==> config.mk <==
export PLATFORM = sky130hd
export DESIGN_NAME = swb_unit
export DESIGN_NICKNAME = d
export VERILOG_FILES = /design/src/hdl/swb_pkg.sv /design/src/hdl/swb_unit.sv
export SDC_FILE = /design/constraint.sdc
export NUM_CORES = 1
export LEC_CHECK = 0
export CAP_MARGIN = 20
export CORE_MARGIN = 5
export CORE_UTILIZATION = 56
export DETAILED_ROUTE_END_ITERATION = 7
export DONT_BUFFER_PORTS = 1
export GPL_ROUTABILITY_DRIVEN = 0
export HOLD_SLACK_MARGIN = 0.12
export PLACE_DENSITY = 0.78
export SLEW_MARGIN = 20
export SYNTH_ARGS = -nofsm -noshare
export SYNTH_HDL_FRONTEND = slang
export SYNTH_SLANG_ARGS = --single-unit
==> constraint.sdc <==
create_clock -name mclk -period 4.05 [get_ports mclk]
set_input_delay 0.405 -clock mclk [delete_from_list [all_inputs] [get_ports mclk]]
set_output_delay 0.405 -clock mclk [all_outputs]
set_load 0.1 [all_outputs]
==> src/hdl/swb_pkg.sv <==
package swb_pkg;
  // opcode patterns of the three operand forms
  localparam logic [7:0] SWB_OP_IMM      = 8'h94;
  localparam logic [6:0] SWB_OP_IND_HI   = 7'h4b;  // 1001_011r
  localparam logic [4:0] SWB_OP_REG_HI   = 5'h13;  // 1001_1rrr
  // flags register bit positions
  localparam int SWB_FLAG_BORROW = 7;
  localparam int SWB_FLAG_HALF   = 6;
  localparam int SWB_FLAG_USER0  = 5;
  localparam int SWB_FLAG_BANKH  = 4;
  localparam int SWB_FLAG_BANKL  = 3;
  localparam int SWB_FLAG_RANGE  = 2;
  localparam int SWB_FLAG_USER1  = 1;
  localparam int SWB_FLAG_PARITY = 0;
  // reset values
  localparam logic [7:0] SWB_ACC_RESET   = 8'h00;
  localparam logic [7:0] SWB_FLAGS_RESET = 8'h00;
  localparam logic [2:0] SWB_SEL_RESET   = 3'h0;
  localparam logic [7:0] SWB_ADDR_RESET  = 8'h00;
  localparam logic       SWB_DONE_RESET  = 1'b0;
  localparam logic [1:0] SWB_LEN_RESET   = 2'h0;
  // instruction lengths in bytes
  localparam logic [1:0] SWB_LEN_IMM = 2'h2;
  localparam logic [1:0] SWB_LEN_ONE = 2'h1;

  typedef enum logic [1:0] {
    SWB_FORM_NONE = 2'h0,
    SWB_FORM_IMM  = 2'h1,
    SWB_FORM_IND  = 2'h3,
    SWB_FORM_REG  = 2'h2
  } swb_form_type;
endpackage

==> src/hdl/swb_unit.sv <==
`timescale 1ns/1ps
// What this block does
// - immediate form subtracts borrow plus second byte; two bytes, one cycle.
// - indirect form reads memory at address held in register 0 or 1.
// - indirect form is one byte, one cycle, no operand bytes fetched.
// - register form subtracts borrow plus register chosen by low three opcode bits.
// - difference goes back to accumulator and flags update in same instruction.
// - only borrow, half-borrow, signed-range and parity flags change.
module swb_unit
  import swb_pkg::*;
(
  input  wire logic       mclk,
  input  wire logic       rst,
  input  wire logic       issue,         // one-cycle pulse: opcode valid
  input  wire logic [7:0] opcode,
  input  wire logic [7:0] imm_byte,      // second instruction byte
  input  wire logic [7:0] reg_rdata,     // register file answer for the register the current opcode names
  input  wire logic [7:0] mem_rdata,     // data memory answer at the pointer held in the register the current opcode names
  output logic      [2:0] reg_sel,
  output logic      [7:0] mem_addr,
  output logic      [7:0] acc,
  output logic      [7:0] flags_register,
  output logic            done,
  output logic      [1:0] instr_len
);

  typedef struct packed {
    logic [7:0] acc;
    logic [7:0] flags;
    logic [2:0] reg_sel;
    logic [7:0] mem_addr;
    logic       done;
    logic [1:0] len;
  } swb_state_type;

  swb_state_type cur;
  swb_state_type next_cur;

  // classify the opcode
  function automatic swb_form_type swb_decode(input logic [7:0] op);
    if (op == SWB_OP_IMM)
      return SWB_FORM_IMM;
    else if (op[7:1] == SWB_OP_IND_HI)
      return SWB_FORM_IND;
    else if (op[7:3] == SWB_OP_REG_HI)
      return SWB_FORM_REG;
    else
      return SWB_FORM_NONE;
  endfunction

  // even-parity bit: set when the byte holds an odd number of ones
  function automatic logic swb_parity(input logic [7:0] v);
    return ^v;
  endfunction

  // subtrahend for each form; unknown forms feed zero so nothing toggles
  function automatic logic [7:0] swb_select_operand(input swb_form_type f,
                                                     input logic [7:0]   imm,
                                                     input logic [7:0]   mem,
                                                     input logic [7:0]   regv);
    case (f)
      SWB_FORM_IMM: return imm;
      SWB_FORM_IND: return mem;
      SWB_FORM_REG: return regv;
      default:      return 8'h00;
    endcase
  endfunction

  // register index handed to the register file for each form
  function automatic logic [2:0] swb_reg_index(input swb_form_type f,
                                                input logic [7:0]   op);
    if (f == SWB_FORM_IND)
      return {2'h0, op[0]};
    else
      return op[2:0];
  endfunction

  // byte count of an executed instruction; only the immediate form has a second byte
  function automatic logic [1:0] swb_length(input swb_form_type f);
    if (f == SWB_FORM_IMM)
      return SWB_LEN_IMM;
    else
      return SWB_LEN_ONE;
  endfunction

  // signed overflow of a - b: unlike operand signs and a result sign that left a
  function automatic logic swb_overflow(input logic a_sign,
                                        input logic b_sign,
                                        input logic r_sign);
    return (a_sign ^ b_sign) & (a_sign ^ r_sign);
  endfunction

  // assemble the flags byte from its named bits
  function automatic logic [7:0] swb_pack_flags(input logic borrow,
                                                 input logic half,
                                                 input logic user0,
                                                 input logic bank_high,
                                                 input logic bank_low,
                                                 input logic range,
                                                 input logic user1,
                                                 input logic parity);
    logic [7:0] f;
    f                  = 8'h00;
    f[SWB_FLAG_BORROW] = borrow;
    f[SWB_FLAG_HALF]   = half;
    f[SWB_FLAG_USER0]  = user0;
    f[SWB_FLAG_BANKH]  = bank_high;
    f[SWB_FLAG_BANKL]  = bank_low;
    f[SWB_FLAG_RANGE]  = range;
    f[SWB_FLAG_USER1]  = user1;
    f[SWB_FLAG_PARITY] = parity;
    return f;
  endfunction

  // decode and operand path
  swb_form_type form;
  logic         executes;
  logic [7:0]   operand;
  logic         cin;

  // arithmetic path
  logic [8:0]   diff;
  logic [4:0]   low_diff;

  // flag candidates, applied only when an instruction executes
  logic         borrow_out;
  logic         half_borrow_flag;
  logic         signed_range_flag;
  logic         parity_out;

  // status bits this unit never changes
  logic         user_flag_zero;
  logic         user_flag_one;
  logic         bank_select_high;
  logic         bank_select_low;

  // classify the opcode and pick the subtrahend; register and memory reads
  // are combinational, so the whole instruction finishes on the issuing edge
  // limitation: reg_rdata and mem_rdata must settle within one clock
  always_comb begin
    form     = swb_decode(opcode);
    executes = issue && (form != SWB_FORM_NONE);  // unknown opcodes are ignored
    cin      = cur.flags[SWB_FLAG_BORROW];
    operand  = swb_select_operand(form, imm_byte, mem_rdata, reg_rdata);
  end

  // nine-bit and five-bit differences expose the borrows out of bits 7 and 3
  always_comb begin
    diff     = {1'b0, cur.acc} - {1'b0, operand} - {8'h00, cin};
    low_diff = {1'b0, cur.acc[3:0]} - {1'b0, operand[3:0]} - {4'h0, cin};
  end

  // flag candidates; the borrow in joins both differences, so a chain of
  // byte subtractions sees one consistent borrow
  always_comb begin
    borrow_out        = diff[8];
    half_borrow_flag  = low_diff[4];
    signed_range_flag = swb_overflow(cur.acc[7], operand[7], diff[7]);
    parity_out        = swb_parity(diff[7:0]);
  end

  // held bits ride through every instruction unchanged;
  // there is no write port for them in this unit
  always_comb begin
    user_flag_zero   = cur.flags[SWB_FLAG_USER0];
    user_flag_one    = cur.flags[SWB_FLAG_USER1];
    bank_select_high = cur.flags[SWB_FLAG_BANKH];
    bank_select_low  = cur.flags[SWB_FLAG_BANKL];
  end

  // next state; every field starts from its current value, so idle and
  // refused cycles leave accumulator and flags untouched
  always_comb begin
    next_cur      = cur;
    next_cur.done = 1'b0;
    // register select tracks the opcode every cycle
    next_cur.reg_sel  = swb_reg_index(form, opcode);
    // indirect pointer: partner returns register 0/1 contents on reg_rdata
    next_cur.mem_addr = reg_rdata;
    // executing cycle: result, flags and length land together
    if (executes) begin
      next_cur.acc   = diff[7:0];
      next_cur.done  = 1'b1;
      // only the listed flags take new values
      next_cur.flags = swb_pack_flags(borrow_out,
                                      half_borrow_flag,
                                      user_flag_zero,
                                      bank_select_high,
                                      bank_select_low,
                                      signed_range_flag,
                                      user_flag_one,
                                      parity_out);
      // one byte for indirect and register forms, two for immediate
      next_cur.len   = swb_length(form);
    end
  end

  // state register; synchronous reset, so each field takes a constant
  always_ff @(posedge mclk) begin
    if (rst) begin
      cur.acc      <= SWB_ACC_RESET;
      cur.flags    <= SWB_FLAGS_RESET;
      cur.reg_sel  <= SWB_SEL_RESET;
      cur.mem_addr <= SWB_ADDR_RESET;
      cur.done     <= SWB_DONE_RESET;
      cur.len      <= SWB_LEN_RESET;
    end else begin
      cur <= next_cur;
    end
  end

  // outputs come straight from the state register, none is combinational,
  // so the core never sees a glitch from the operand path
  assign acc            = cur.acc;
  assign flags_register = cur.flags;
  assign reg_sel        = cur.reg_sel;
  assign mem_addr       = cur.mem_addr;
  assign done           = cur.done;
  assign instr_len      = cur.len;

endmodule // swb_unit

**Yosys cells after proc, flatten, opt, wreduce, memory -nomap -nowiden**

Index checks and enable logic that the tools add are counted.

- Flip-flop bits (word level): 26
- Input bits: 35
- Output and inout port bits: 30
- Logic and storage cells: 30

- Add/sub/neg operators: 4
- Equal/unequal tests: 6
- Muxes and demuxes: 6
- Bitwise logic cells: 3
- Reductions and logical operators: 4

Operator list:

| cell | number |
|---|---|
| case mux 8 bit (3 select lines) | 1 |
| subtractor 8 x 8 -> 9 bit | 1 |
| subtractor 9 x 1 -> 9 bit | 1 |
| equality test 8 bit, second input constant | 1 |
| two-way mux 2 bit | 4 |
| XOR reduction 8 bit | 1 |
| equality test 7 bit, second input constant | 1 |
| equality test 5 bit, second input constant | 1 |
| subtractor 4 x 4 -> 5 bit | 1 |
| subtractor 5 x 1 -> 5 bit | 1 |
| equality test 2 bit, second input constant | 2 |
| two-way mux 3 bit | 1 |
| equality test 2 x 1 -> 1 bit, second input constant | 1 |
| nonzero test 2 bit | 1 |
| OR reduction 2 bit | 1 |
| XOR 1 bit | 2 |
| AND 1 bit | 1 |
| logical AND 1 bit | 1 |

**Longest topological paths before layout**

- Depth after elaboration: 10
- Depth in mapped cells: 17
- Depth with buffers taken out: 16

**Least setup slack after synthesis**

OpenSTA, ideal clock, no wires.

- Path kind: in2reg
- Start: in opcode[5]
- End: reg cur, in the netlist flags_register[0]
- Setup time: 80 ps
- Arrival: 3,853 ps
- Required time: 3,970 ps
- Path slack: 117 ps
- Stages: 16
- Path buffers: 1
- Cell sequence: and4bb_2 -> and3b_1 -> clkbuf_1 -> nand2_1 -> o22ai_1 -> nor2_1 -> o21ai_0 -> fa_1 -> ha_1 -> xnor2_1 -> xor2_1 -> xnor2_1 -> xnor3_1 -> xnor3_1 -> xnor2_1 -> a211oi_2

- Cells in the longest elaborated chain, start to end: 9
- Elaborated cells between the ends (all ways): 15

RTL lines:

| what | RTL line | text |
|---|---|---|
| start: declaration | swb_unit.sv:15 | `input wire logic [7:0] opcode,` |
| equality test 5 bit | swb_unit.sv:45 | `else if (op[7:3] == SWB_OP_REG_HI)` |
| two-way mux 2 bit | swb_unit.sv:45 |  |
| two-way mux 2 bit | swb_unit.sv:43 | `else if (op[7:1] == SWB_OP_IND_HI)` |
| two-way mux 2 bit (*) | swb_unit.sv:41 | `if (op == SWB_OP_IMM)` |
| equality test 2 bit / equality test 2 x 1 -> 1 bit (equally long branches) | swb_unit.sv:61 | `case (f)` |
| case mux 8 bit (3 select lines) | swb_unit.sv:61 |  |
| subtractor 8 x 8 -> 9 bit | swb_unit.sv:149 | `diff = {1'b0, cur.acc} - {1'b0, operand} - {8'h00, cin};` |
| subtractor 9 x 1 -> 9 bit | swb_unit.sv:149 |  |
| XOR reduction 8 bit | swb_unit.sv:53 | `return ^v;` |
| end signal: assignment | swb_unit.sv:208 | `cur <= next_cur;` |
| end: declaration | swb_unit.sv:36 | `swb_state_type cur;` |

Every way passes the cells marked *; elsewhere a longest branch is shown, timed or not.
A chain may end at the register's enable or synchronous reset.

**Worst setup path in the final report**

Ends and elaborated chain as after synthesis.

==> results by group <==
Placed design
  • Placed inst area: 1742 µm²
  • IO buf count: 0
  • Final HPWL DP: approximately 3300 µm

Critical path
  • CP bufs+invs: 0
  • Crit-path slowest cell: fa_1
  • R2R depth: 12
  • Reg2Reg Launch Point: acc[3]$_SDFFE_PP0P_
  • CP arrival: roughly 3900 ps
  • Kind of critical path: input port to flop
  • Req. time, crit path: ~4300 ps
  • Worst setup SP type: input port
  • Flop-to-flop setup slack: 980 ps
  • CP Cell Sequence: and4bb_2 -> and3b_1 -> nand2_1 -> o22ai_1 -> nor2_1 -> o21ai_0 -> fa_1 -> ha_1 -> xnor2_1 -> xor2_1 -> xnor2_1 -> xnor3_1 -> xnor3_1 -> xnor2_1 -> a211oi_2
  • Worst Setup End Kind: flop
  • Reg-to-reg endpoint: flags_register[0]$_SDFFE_PP0P_
  • Cell family with most CP delay: XOR/XNOR gates
  • Max stage delay on crit path: 480 ps
  • Most common cell on crit path: xnor2_1
  • Critical path peak fanout: 7

Global route
  • GR Overflow Total: 0
  • First-pass GRT wire length: 6637 µm
  • Total track usage: 20.13%
  • Initial antenna violation count: 0
  • Vias in the first global route: between 1000 and 1500
  • Largest net degree at the start of global routing: 17

STA
  • Max Fclk: roughly 270 MHz
  • Rel. slew slack: about 34%
  • RSZ-0062 raised after global routing: no
  • Least-Margin Pin Slew: between 900 and 1000 ps
  • Final number of hold-violating endpoints: 0
  • Setup TNS: 0 ps
  • Final worst-path cycle share: 90.38%
  • Max-slew violation count: 0
  • Clock skew: between 10 and 15 ps
  • Tmin final: between 3000 and 4000 ps
  • Final setup violation count: 0

Final layout
  • Final Cell Area: ~1800 µm²
  • FF+latch area: 520.5 µm²
  • Number of fill cells: 274
  • Final core utilization: 64.57%
  • Multi-input gate area: a little over 1000 µm²
  • Syn-to-layout area delta: 8.631%
  • Layout cells sized above 1: a little under a tenth
  • Ant diodes: 0
  • NumNets Final: 265

Clocking
  • H-tree depth: 1
  • Clock Latency Late Sink: 330 ps
  • Worst-path clk slew: 160 ps
  • Cts bufs inserted: 3
  • Clock buffer depth: 2
  • Root Driver: clkbuf_4
  • CTS sink cnt: 26
  • Post-CTS Setup Repair Bufs: 0
  • CTS tree: yes

Synthesis
  • Avg Inst Size Synth: around 8 µm²
  • YS warnings: 0
  • Commonest cells post-synth: 27 x inv_1, 26 x dfxtp_1, 25 x nor2_1
  • EDFF count, synth: 0
  • Seq cells post-synth: 26
  • Predominant post-synthesis flop cell: dfxtp_1
  • Area contributors post-synth: dfxtp_1 31%, ha_1 10%, inv_1 6.0%, nor2_1 5.6%, a21oi_1 4.5%
  • Top cell type's share of synthesized area: a little under a third
  • Area leader, netlist: dfxtp_1
  • Asr flop ratio synth: 0%
  • Mapped Cells: ~200
  • Most frequent cell after synthesis: inv_1
  • Mapped Area: roughly 1700 µm²
  • Sequential-to-total area share from yosys stat: between 30 and 40%
  • Count of different cell masters after synthesis: 37

Detailed routing
  • Met2 wire length: 2240 µm
  • Drt total wl: between 4000 and 5000 µm
  • DR DRC count: 0
  • DR pass1 iterations: 4
  • Met1 Wirelength: around 1600 µm
  • DR WL met3: ~400 µm
  • 1st-iter DRT viols: between 150 and 200
  • WL per Instance: around 18 µm
  • Vias per cell: ~5.9
  • Antenna-violating nets left: 0
  • DR top layer: met4
  • Via count: about 1400

Die
  • Die Wd: between 60 and 70 µm
  • Row Count: 19
  • IO Pins: between 60 and 70
  • Die Ht: 64.80 µm
  • Core area: ~2800 µm²
  • Initial Util: about three fifths
  • Die area: 4199 µm²

Pwr
  • PwrDens: 341.7 nW/µm²
  • Tot Pwr: roughly 0.62 mW
  • Leak Pwr: 0.7664 nW
  • Peak VDD IR: a little over 0.0002 V

Status
  • Status: finished, final reports clean

Min path
  • Hold Path Cell Cnt: 1
  • Hold Crit Class: input port to flop
  • Hold EP: flags_register[2]$_SDFFE_PP0P_
  • Min-delay src: rst

Job
  • Max cap viols: 0
final cells by class:
class,count,area share [%]
repair buffers,13,5.753
clock inverters,1,1.644
well taps,31,2.123
multi-input cells,143,55.21
flip-flops and latches,26,28.49
clock buffers,3,1.233
inverters,27,5.548
registers in the layout (all words and copies together), names as in the netlist:
signal	count
flags_register	4
done	1
reg_sel	3
instr_len	2
mem_addr	8
acc	8
metal layers:
layer,vias to the layer above,global-route usage [%]
met5,-,0
met4,0,5.541
met3,11,5.009
met2,75,34.99
met1,666,24.63
li1,694,-
worst max path at each step:
stage / start / endpoint / depth (start not counted)
5_1_grt: opcode[5] / flags_register[0]$_SDFFE_PP0P_ / 15
6_report: opcode[5] / flags_register[0]$_SDFFE_PP0P_ / 15
2_1_floorplan: opcode[5] / flags_register[0]$_SDFFE_PP0P_ / 16
4_1_cts: opcode[5] / flags_register[0]$_SDFFE_PP0P_ / 15
3_5_place_dp: opcode[5] / flags_register[0]$_SDFFE_PP0P_ / 15
3_3_place_gp: opcode[5] / flags_register[0]$_SDFFE_PP0P_ / 15
cell families after synthesis:
| family | Yosys count | synth area share, % |
|---|---|---|
| and+or+nand+nor | 67 | 19.35 |
| AOI/OAI and AO/OA | 41 | 15.77 |
| buffers and inverters | 40 | 9.896 |
| DFF | 26 | 30.95 |
| adders and majority gates | 16 | 12.80 |
| xor gates and xnor gates | 15 | 11.01 |
| other | 1 | 0.2230 |
power breakdown:
| group | internal (mW) | switching (mW) | leakage, nW |
|---|---|---|---|
| logic | 0.0554 | 0.0712 | 0.526 |
| clock network | 0.100 | 0.0832 | 0.0279 |
| registers | 0.263 | 0.0510 | 0.213 |
| total | 0.419 | 0.205 | 0.766 |
through the flow:
stage / hold WS [ps] / setup WS, ps / cells
after floorplan: 514.1 / 116.9 / 209
after global placement: 474.6 / 260.8 / 237
after detailed placement: 479.2 / 102.8 / 237
after CTS: 120.8 / 413.8 / 243
after global routing: 120.5 / 143.4 / 244
final: 150.4 / 389.7 / 244
cells in the final DEF, fill, tap and decap left out, drive strengths merged, types with 3 or more instances in the layout:
master       count
inv             27
dfxtp           26
nor2            25
a21oi           15
ha              14
nand2           12
nor3            12
buf             10
xnor2           10
nor2b            7
o22ai            6
o21ai            5
a211oi           5
conb             4
xor2             3
clkbuf           3
dlygate4sd3      3
a22oi            3
repair_timing:
item                      in CTS  in global routing
resized for setup              0                  0
hold endpoints to repair      13                  9
hold buffers                   2                  1
No activity file was read; power rests on OpenSTA's default activity.
